<file path="src/rec_pkg.sv">
// Package of constants and types for the regulator enable control block
package rec_pkg;

    // ----------------------------------------
    // Register indices on the plain port
    // ----------------------------------------
    localparam logic [3:0] REC_SENSOR_CONTROL_REGISTER_ADDR = 4'h0;
    localparam logic [3:0] REC_DEVICE_CONFIG_ONE_ADDR = 4'h1;
    localparam logic [3:0] REC_SAFETY_STAT1_ADDR = 4'h2;
    localparam logic [3:0] REC_STATUS_ADDR = 4'h3;
    localparam logic [3:0] REC_IRQ_STAT_ADDR = 4'h4;
    localparam logic [3:0] REC_IRQ_EN_ADDR = 4'h5;
    localparam logic [3:0] REC_IRQ_CLR_ADDR = 4'h6;

    // ----------------------------------------
    // Field positions
    // ----------------------------------------
    localparam int REC_SENS_EN_BIT = 0;
    localparam int REC_CAN_EN_BIT = 4;
    localparam int REC_NMASK_BIT = 0;
    localparam int REC_SENS_OT_BIT = 2;

    // ----------------------------------------
    // Reset values
    // ----------------------------------------
    localparam logic [7:0] REC_SENSOR_CONTROL_REGISTER_RST = 8'h10;
    localparam logic [7:0] REC_DEVICE_CONFIG_ONE_RST = 8'h00;

    // ----------------------------------------
    // Timing
    // ----------------------------------------
    localparam int REC_CLK_HZ = 40_000_000;
    localparam int REC_RAMP_US = 1000;
    localparam int REC_RAMP_CYC = (REC_CLK_HZ / 1_000_000) * REC_RAMP_US;
    localparam int REC_RST_EXT_CYC = 64;
    localparam int REC_BIST_CYC = 32;
    localparam int REC_CNT_W = 16;

    // ----------------------------------------
    // Types
    // ----------------------------------------
    typedef enum logic [2:0] {
        REC_ST_OFF,
        REC_ST_RAMP,
        REC_ST_RESET,
        REC_ST_DIAG,
        REC_ST_ACTIVE,
        REC_ST_SAFE,
        REC_ST_STANDBY
    } rec_state_t;

    typedef struct packed {
        logic [3:0] addr;
        logic [7:0] wdata;
        logic wr;
        logic rd;
    } rec_bus_req_t;

    typedef struct packed {
        logic io_ot;
        logic sens_ot;
        logic can_ot;
        logic core_fb_open;
        logic core_uv;
        logic core_ov;
        logic sens_uv;
        logic sens_ov;
        logic level_sel_open;
        logic track_high;
    } rec_pins_t;

endpackage

</file>
<file path="src/rec_top.sv">
// Regulator enable control: rails, latched straps, control and status registers
//
// Contract
// - The supply level select pin is caught once at the first wake power cycle (open 3.3 V, grounded 5 V) and held.
// - I/O rail overtemperature sends the device to STANDBY with every regulator off.
// - The first wake power cycle starts the I/O and core rail soft-start ramp of 1 ms to 2 ms.
// - An open core feedback input forces the core gate drive low and masks core overvoltage and its stage-enable reaction.
// - Core monitoring is off after reset; with unmask set, core undervoltage asserts and extends the MCU reset.
// - The tracking choice is caught during the first ramp and held afterwards.
// - The sensor rail is off at start-up; writing 1 to bit 0 of sensor control enables it and starts its ramp.
// - Sensor rail overtemperature clears sensor control bit 0 only, other rails unaffected.
// - Re-enabling needs a read of safety status one, clearing bit 2, before bit 0 is set again.
// - The sensor enable is reset only by power-on reset, not by the RESET state.
// - Sensor rail under or overvoltage during the RESET to DIAGNOSTIC self-test raises the self-test error and goes SAFE.
// - CAN rail overtemperature clears sensor control bit 4 only; the rail returns when it is set again.
`timescale 1ns/1ps
`default_nettype none
module rec_top #(
    parameter int RAMP_CYC = rec_pkg::REC_RAMP_CYC,
    parameter int RST_EXT_CYC = rec_pkg::REC_RST_EXT_CYC,
    parameter int BIST_CYC = rec_pkg::REC_BIST_CYC
) (
    input wire logic clk,
    input wire logic rst_n,
    input wire logic wake,
    input wire logic [3:0] reg_addr,
    input wire logic [7:0] reg_wdata,
    input wire logic reg_wr,
    input wire logic reg_rd,
    output logic [7:0] reg_rdata,
    input wire rec_pkg::rec_pins_t pins,
    input wire logic reset_request,
    output logic io_rail_en,
    output logic io_level_5v,
    output logic core_rail_en,
    output logic core_gate_drive_en,
    output logic can_rail_en,
    output logic sensor_rail_en,
    output logic sensor_ramp_busy,
    output logic sensor_tracking,
    output logic mcu_reset_out_n,
    output logic core_ov_flag,
    output logic external_stage_enable_out,
    output logic analog_selftest_error,
    output logic irq
);
    import rec_pkg::*;

    // ----------------------------------------
    // Pin synchronisation
    // ----------------------------------------
    rec_pins_t ps;
    logic wake_s;
    rec_sync #(.W(11)) rec_sync_inst (
        .clk(clk),
        .rst_n(rst_n),
        .d({pins, wake}),
        .q({ps, wake_s})
    );

    // ----------------------------------------
    // State
    // ----------------------------------------
    typedef struct packed {
        rec_state_t st;
        logic [REC_CNT_W-1:0] ramp_cnt;
        logic [REC_CNT_W-1:0] sens_cnt;
        logic [REC_CNT_W-1:0] ext_cnt;
        logic latched;
        logic lvl_open;
        logic track;
        logic [7:0] sensor_control_register;
        logic [7:0] device_config_one;
        logic sens_ot_flag;
        logic bist_err;
        logic mcu_reset_out;
        logic [3:0] irq_stat;
        logic [3:0] irq_en;
        logic [7:0] rdata;
    } rec_state_s_t;

    rec_state_s_t s_q, s_d;

    logic core_mon;
    logic core_uv_hit;
    logic [3:0] ev;

    always_comb begin
        s_d = s_q;
        core_mon = s_q.device_config_one[REC_NMASK_BIT] && !ps.core_fb_open;
        core_uv_hit = core_mon && ps.core_uv;
        ev = {ps.can_ot, ps.sens_ot, ps.io_ot, s_q.bist_err};

        // Device sequence
        unique case (s_q.st)
            REC_ST_OFF: begin
                if (wake_s) begin
                    s_d.st = REC_ST_RAMP;
                    s_d.ramp_cnt = REC_CNT_W'(RAMP_CYC);
                    if (!s_q.latched) begin
                        s_d.lvl_open = ps.level_sel_open;
                    end
                end
            end
            REC_ST_RAMP: begin
                if (!s_q.latched) begin
                    s_d.track = ps.track_high;
                end
                if (s_q.ramp_cnt != '0) begin
                    s_d.ramp_cnt = s_q.ramp_cnt - 1'b1;
                end else begin
                    s_d.latched = 1'b1;
                    s_d.st = REC_ST_RESET;
                    s_d.ext_cnt = REC_CNT_W'(RST_EXT_CYC);
                end
            end
            REC_ST_RESET: begin
                s_d.mcu_reset_out = 1'b0;
                if (s_q.ext_cnt != '0) begin
                    s_d.ext_cnt = s_q.ext_cnt - 1'b1;
                end else begin
                    s_d.st = REC_ST_DIAG;
                    s_d.ramp_cnt = REC_CNT_W'(BIST_CYC);
                end
            end
            REC_ST_DIAG: begin
                s_d.mcu_reset_out = 1'b1;
                if (s_q.ramp_cnt != '0) begin
                    s_d.ramp_cnt = s_q.ramp_cnt - 1'b1;
                    if (s_q.sensor_control_register[REC_SENS_EN_BIT] && (ps.sens_uv || ps.sens_ov)) begin
                        s_d.bist_err = 1'b1;
                        s_d.st = REC_ST_SAFE;
                    end
                end else begin
                    s_d.st = REC_ST_ACTIVE;
                end
            end
            REC_ST_ACTIVE: begin
                s_d.mcu_reset_out = 1'b1;
            end
            REC_ST_SAFE: begin
                s_d.mcu_reset_out = 1'b0;
            end
            REC_ST_STANDBY: begin
                s_d.mcu_reset_out = 1'b0;
                if (!wake_s) begin
                    s_d.st = REC_ST_OFF;
                end
            end
        endcase

        // Reset entry and extension; a failed self-test keeps SAFE
        if ((s_q.st == REC_ST_DIAG || s_q.st == REC_ST_ACTIVE) &&
            (core_uv_hit || reset_request) && s_d.st != REC_ST_SAFE) begin
            s_d.st = REC_ST_RESET;
            s_d.mcu_reset_out = 1'b0;
            s_d.ext_cnt = REC_CNT_W'(RST_EXT_CYC);
        end else if (s_q.st == REC_ST_RESET && core_uv_hit) begin
            s_d.st = REC_ST_RESET;
            s_d.mcu_reset_out = 1'b0;
            s_d.ext_cnt = REC_CNT_W'(RST_EXT_CYC);
        end

        // Sensor ramp counter
        if (s_q.sens_cnt != '0) begin
            s_d.sens_cnt = s_q.sens_cnt - 1'b1;
        end

        // Register writes
        if (reg_wr) begin
            unique case (reg_addr)
                REC_SENSOR_CONTROL_REGISTER_ADDR: begin
                    if (reg_wdata[REC_SENS_EN_BIT] && !s_q.sensor_control_register[REC_SENS_EN_BIT] &&
                        !s_q.sens_ot_flag) begin
                        s_d.sens_cnt = REC_CNT_W'(RAMP_CYC);
                    end
                    s_d.sensor_control_register = reg_wdata;
                    if (s_q.sens_ot_flag) begin
                        s_d.sensor_control_register[REC_SENS_EN_BIT] = 1'b0;
                    end
                end
                REC_DEVICE_CONFIG_ONE_ADDR: s_d.device_config_one = reg_wdata;
                REC_IRQ_EN_ADDR: s_d.irq_en = reg_wdata[3:0];
                REC_IRQ_CLR_ADDR: s_d.irq_stat = s_q.irq_stat & ~reg_wdata[3:0];
                default: ;
            endcase
        end

        // Register reads, data stand one cycle later
        s_d.rdata = 8'h00;
        if (reg_rd) begin
            unique case (reg_addr)
                REC_SENSOR_CONTROL_REGISTER_ADDR: s_d.rdata = s_q.sensor_control_register;
                REC_DEVICE_CONFIG_ONE_ADDR: s_d.rdata = s_q.device_config_one;
                REC_SAFETY_STAT1_ADDR: begin
                    s_d.rdata = 8'h00;
                    s_d.rdata[REC_SENS_OT_BIT] = s_q.sens_ot_flag;
                    s_d.sens_ot_flag = 1'b0;
                end
                REC_STATUS_ADDR: s_d.rdata = {1'b0, s_q.st, s_q.bist_err, s_q.track,
                                              s_q.lvl_open, s_q.mcu_reset_out};
                REC_IRQ_STAT_ADDR: s_d.rdata = {4'h0, s_q.irq_stat};
                REC_IRQ_EN_ADDR: s_d.rdata = {4'h0, s_q.irq_en};
                default: s_d.rdata = 8'h00;
            endcase
        end

        // Rail overtemperature, set wins over clear
        if (ps.sens_ot) begin
            s_d.sensor_control_register[REC_SENS_EN_BIT] = 1'b0;
            s_d.sens_ot_flag = 1'b1;
            s_d.sens_cnt = '0;
        end
        if (ps.can_ot) begin
            s_d.sensor_control_register[REC_CAN_EN_BIT] = 1'b0;
        end
        if (ps.io_ot && s_q.st != REC_ST_OFF) begin
            s_d.st = REC_ST_STANDBY;
            s_d.mcu_reset_out = 1'b0;
        end

        // Sticky interrupt status
        s_d.irq_stat = s_d.irq_stat | ev;
    end

    always_ff @(posedge clk) begin
        if (!rst_n) begin
            s_q <= '{st: REC_ST_OFF, sensor_control_register: REC_SENSOR_CONTROL_REGISTER_RST,
                     device_config_one: REC_DEVICE_CONFIG_ONE_RST, default: '0};
        end else begin
            s_q <= s_d;
        end
    end

    // ----------------------------------------
    // Outputs
    // ----------------------------------------
    logic rails_on;
    assign rails_on = s_q.st != REC_ST_OFF && s_q.st != REC_ST_STANDBY;
    assign io_rail_en = rails_on;
    assign io_level_5v = !s_q.lvl_open;
    assign core_rail_en = rails_on;
    assign core_gate_drive_en = rails_on && !ps.core_fb_open;
    assign can_rail_en = rails_on && s_q.sensor_control_register[REC_CAN_EN_BIT];
    assign sensor_rail_en = rails_on && s_q.sensor_control_register[REC_SENS_EN_BIT];
    assign sensor_ramp_busy = s_q.sens_cnt != '0;
    assign sensor_tracking = s_q.track;
    assign mcu_reset_out_n = s_q.mcu_reset_out;
    assign core_ov_flag = core_mon && ps.core_ov;
    assign external_stage_enable_out = rails_on && s_q.st != REC_ST_SAFE && !core_ov_flag;
    assign analog_selftest_error = s_q.bist_err;
    assign reg_rdata = s_q.rdata;
    assign irq = |(s_q.irq_stat & s_q.irq_en);
endmodule
`default_nettype wire

</file>
<file path="src/rec_sync.sv">
// Two flip-flop synchroniser, one per bit
`timescale 1ns/1ps
`default_nettype none
module rec_sync #(
    parameter int W = 10
) (
    input wire logic clk,
    input wire logic rst_n,
    input wire logic [W-1:0] d,
    output logic [W-1:0] q
);
    logic [W-1:0] s1_q;
    genvar i;
    generate
        for (i = 0; i < W; i++) begin : g_bit
            always_ff @(posedge clk) begin
                if (!rst_n) begin
                    s1_q[i] <= 1'b0;
                    q[i] <= 1'b0;
                end else begin
                    s1_q[i] <= d[i];
                    q[i] <= s1_q[i];
                end
            end
        end
    endgenerate
endmodule
`default_nettype wire

</file>
<file path="config.mk">
export PLATFORM = sky130hd
export DESIGN_NAME = rec_top
export DESIGN_NICKNAME = d
export VERILOG_FILES = /design/src/rec_pkg.sv /design/src/rec_top.sv /design/src/rec_sync.sv
export SDC_FILE = /design/constraint.sdc
export NUM_CORES = 1
export LEC_CHECK = 0
export ABC_AREA = 0
export BUFFER_PORTS_ARGS = -buffer_cell sky130_fd_sc_hd__buf_2
export CORE_UTILIZATION = 40
export DETAILED_ROUTE_END_ITERATION = 8
export GPL_ROUTABILITY_DRIVEN = 0
export HOLD_SLACK_MARGIN = 0.08
export PLACE_DENSITY = 0.59
export SKIP_CTS_REPAIR_TIMING = 1
export SYNTH_ARGS = -nofsm -noshare
export SYNTH_HDL_FRONTEND = slang
export SYNTH_HIERARCHICAL = 1
export SYNTH_SLANG_ARGS = --single-unit
</file>
<file path="constraint.sdc">
create_clock -name clk -period 3.9 [get_ports clk]
set_input_delay 0.975 -clock clk [delete_from_list [all_inputs] [get_ports clk]]
set_output_delay 0.975 -clock clk [all_outputs]
set_load 0.005 [all_outputs]
</file>
==> summary.md <==
| Metric | Value |
|---|---|
| Critical path data arrival time | 1.93 ns |
| Drt first pass iters | 5 |
| Hpwl dp | 7930 um |
| Ys Warns | 6 |
| Max-Cap Viols | 0 |
| # clock sinks | 111 |
| Unique cell type count in the Yosys netlist | 58 |
| Synth top area share | 43.0% |
| Tcrit/Tclk final | 74.6% |
| Ports | 49 |
| Max FO, Critical Path | 6 |
| Status | completed |
| Placed instance area | 5470 um2 |
| Synth Flop Type | dfxtp_1 |
| Worst-Margin Slew | 0.719 ns |
| Syn nets | 613 |
| Grt ovf | 0 |
| Die area | 13,400 um2 |
| Row count | 41 |
| Leakage | 2.31 nW |
| HP Class | register to register |
| GRT Resource Usage Total | 17.5% |
| Reg clk slew, reported paths | 0.07 ns |
| CTS tree | built |
| First-pass GRT wire length | 18,400 um |
| Layout cells sized above 1 | 18.8% |
| Clock Tree Buf Depth | 2 |
| Fmax | 344 MHz |
| Power Total | 4.81 mW |
| #FFs+latches synth | 111 |
| Port Buffer Count | 48 |
| Cells after Synth | 581 |
| Synthesized area per cell | 8.90 um2 |
| Hold Vio Cnt, Final | 0 |
| Antenna violations before repair | 0 |
| Initial Util | 41.0% |
| Final setup TNS | 0 ns |
| Post-route cell area | 5770 um2 |
| Post-route ant nets | 0 |
| Startpoint Class | register |
| Post-synth EDFFs | 0 |
| Largest net degree at the start of global routing | 35 |
| Post-synth top area cell | dfxtp_1 |
| H-tree levels | 3 |
| Pwr per Cell Area | 833 nW/um2 |
| Crit. End Element | primary output |
| Top cells by area, synth | dfxtp_1 (43%), nor2_1 (6.2%), a21oi_1 (4.2%) |
| Die Y | 116 um |
| DRT iter0 DRCs | 341 |
| Fin crit period | 2.91 ns |
| Max VDD drop | 442 uV |
| Final setup viols | 0 |
| Area of the core | 12,600 um2 |
| Drt drc | 0 |
| Clk_skew | 0.00769 ns |
| CTS Buf Count | 9 |
| Post-synth ARST share | 0% |
| RSZ-0062 raised after global routing | false |
| Via Count | 4,109 |
| Area Overhead vs Synth | 11.7% |
| Wire length per cell | 14.0 um |
| Via/cell ratio | 5.21 |
| ANT cells | 0 |
| Slew margin rel. | 51.9% |
| Seq/Total Area, Yosys | 43.0% |
| Required time worst endpoint | 2.92 ns |
| Crit Path Class | register to primary output |
| Pins over their slew limit | 0 |
| Worst skew pair latency | 0.35 ns |
| Die W | 116 um |
| Total Wirelength | 11,100 um |
| Root Buffer | clkbuf_16 |
| Vias in the first global route | 3,844 |
| Final net count | 644 |
| Cell Area, Synth | 5170 um2 |
-- registers in the layout (all words and copies together), names as in the netlist --
| name | count |
|---|---|
| sensor_tracking | 1 |
| mcu_reset_out_n | 1 |
| rec_sync_inst/s1_q | 11 |
| reg_rdata | 8 |
| s_q | 78 |
| rec_sync_inst/q | 11 |
| analog_selftest_error | 1 |
-- Yosys cell counts (all sizes together) (2+ instances only) --
cell    count
dfxtp     111
nor2       85
a21oi      54
and2       29
nand2      27
nor3       24
xor2       21
o21ai      20
mux2i      18
buf        16
clkbuf     16
nand3      16
xnor2      13
inv        11
nor2b      11
nand2b     10
mux2        8
nand4       8
nor4        8
or3         8
a22oi       7
a22o        5
a31oi       5
nor3b       5
a211oi      4
ha          4
o211ai      4
a222oi      3
nand4b      3
o21a        3
o22ai       3
a31o        2
and3        2
and3b       2
nand3b      2
nor4b       2
-- area by class of cell --
cell class                      instances  area (um2)
Timing Repair Buffer                   52         270
Fill cell                            1295        6850
Inverter                               12        45.0
Multi-Input combinational cell        426        2720
Sequential cell                       111        2220
Clock buffer                           11         243
Clock inverter                          5        57.6
Tap cell                              172         215
-- worst max-delay path, stage by stage (launching register included) --
cell	delay [ns]
dfxtp_1	0.34
or3_1	0.39
or2_2	0.33
nand4b_1	0.31
buf_2	0.21
-- cells by family after synthesis --
| group | synth area share [%] |
|---|---|
| AOI/OAI and AO/OA | 14.9 |
| xor gates and xnor gates | 5.76 |
| adders and majority gates | 0.968 |
| buffers and inverters | 4.38 |
| DFF | 43.0 |
| muxes | 5.23 |
| and+or+nand+nor | 25.8 |
-- per-layer routing --
layer	wire length, um	up-vias	track usage, %
met4	143	0	5.56
met3	598	16	4.86
met5	0	-	0
met1	5320	1891	23.6
met2	5010	110	27.3
li1	-	2092	-
-- cell usage in the layout (no fill, tap or decap), types with 13 or more instances in the layout --
| cell | synthesis | routed |
|---|---|---|
| a21oi_1 | 43 | 43 |
| and2_1 | 13 | 13 |
| and2_2 | 16 | 16 |
| buf_2 | 4 | 48 |
| dfxtp_1 | 111 | 111 |
| mux2i_1 | 18 | 18 |
| nand2_1 | 27 | 27 |
| nand3_1 | 14 | 14 |
| nor2_1 | 85 | 85 |
| nor3_1 | 23 | 23 |
| o21ai_0 | 17 | 17 |
| xnor2_1 | 13 | 13 |
| xor2_1 | 21 | 21 |
-- report_power, final --
group | total [mW] | internal (mW) | leakage (nW) | switching, mW
logic | 2.27 | 0.950 | 1.27 | 1.32
clock network | 0.923 | 0.515 | 0.138 | 0.408
registers | 1.61 | 1.36 | 0.905 | 0.258
total | 4.81 | 2.82 | 2.31 | 1.99
-- path summary, 6_finish.rpt --
check	depth (start not counted)	startpoint	slack, ns	end
max	4	s_q[66]$_SDFF_PP0_	0.99	sensor_ramp_busy
min	1	rec_sync_inst/s1_q[2]$_SDFF_PN0_	0.44	rec_sync_inst/q[2]$_SDFF_PN0_
max reg2reg	6	s_q[87]$_SDFF_PN0_	1.15	s_q[40]$_SDFFE_PP0P_
min reg2reg	1	rec_sync_inst/s1_q[2]$_SDFF_PN0_	0.44	rec_sync_inst/q[2]$_SDFF_PN0_
-- through the flow --
stage	std cells	util [%]	setup WS (ns)	hold slack (ns)
final	789	45.7	0.992	0.436
after global routing	789	45.7	0.844	0.443
after CTS	789	45.7	0.973	0.438
after detailed placement	773	43.4	1.06	0.422
after global placement	773	43.4	1.14	0.419
after floorplan	581	-	1.40	0.412
Power figures use the tool's default switching activity.
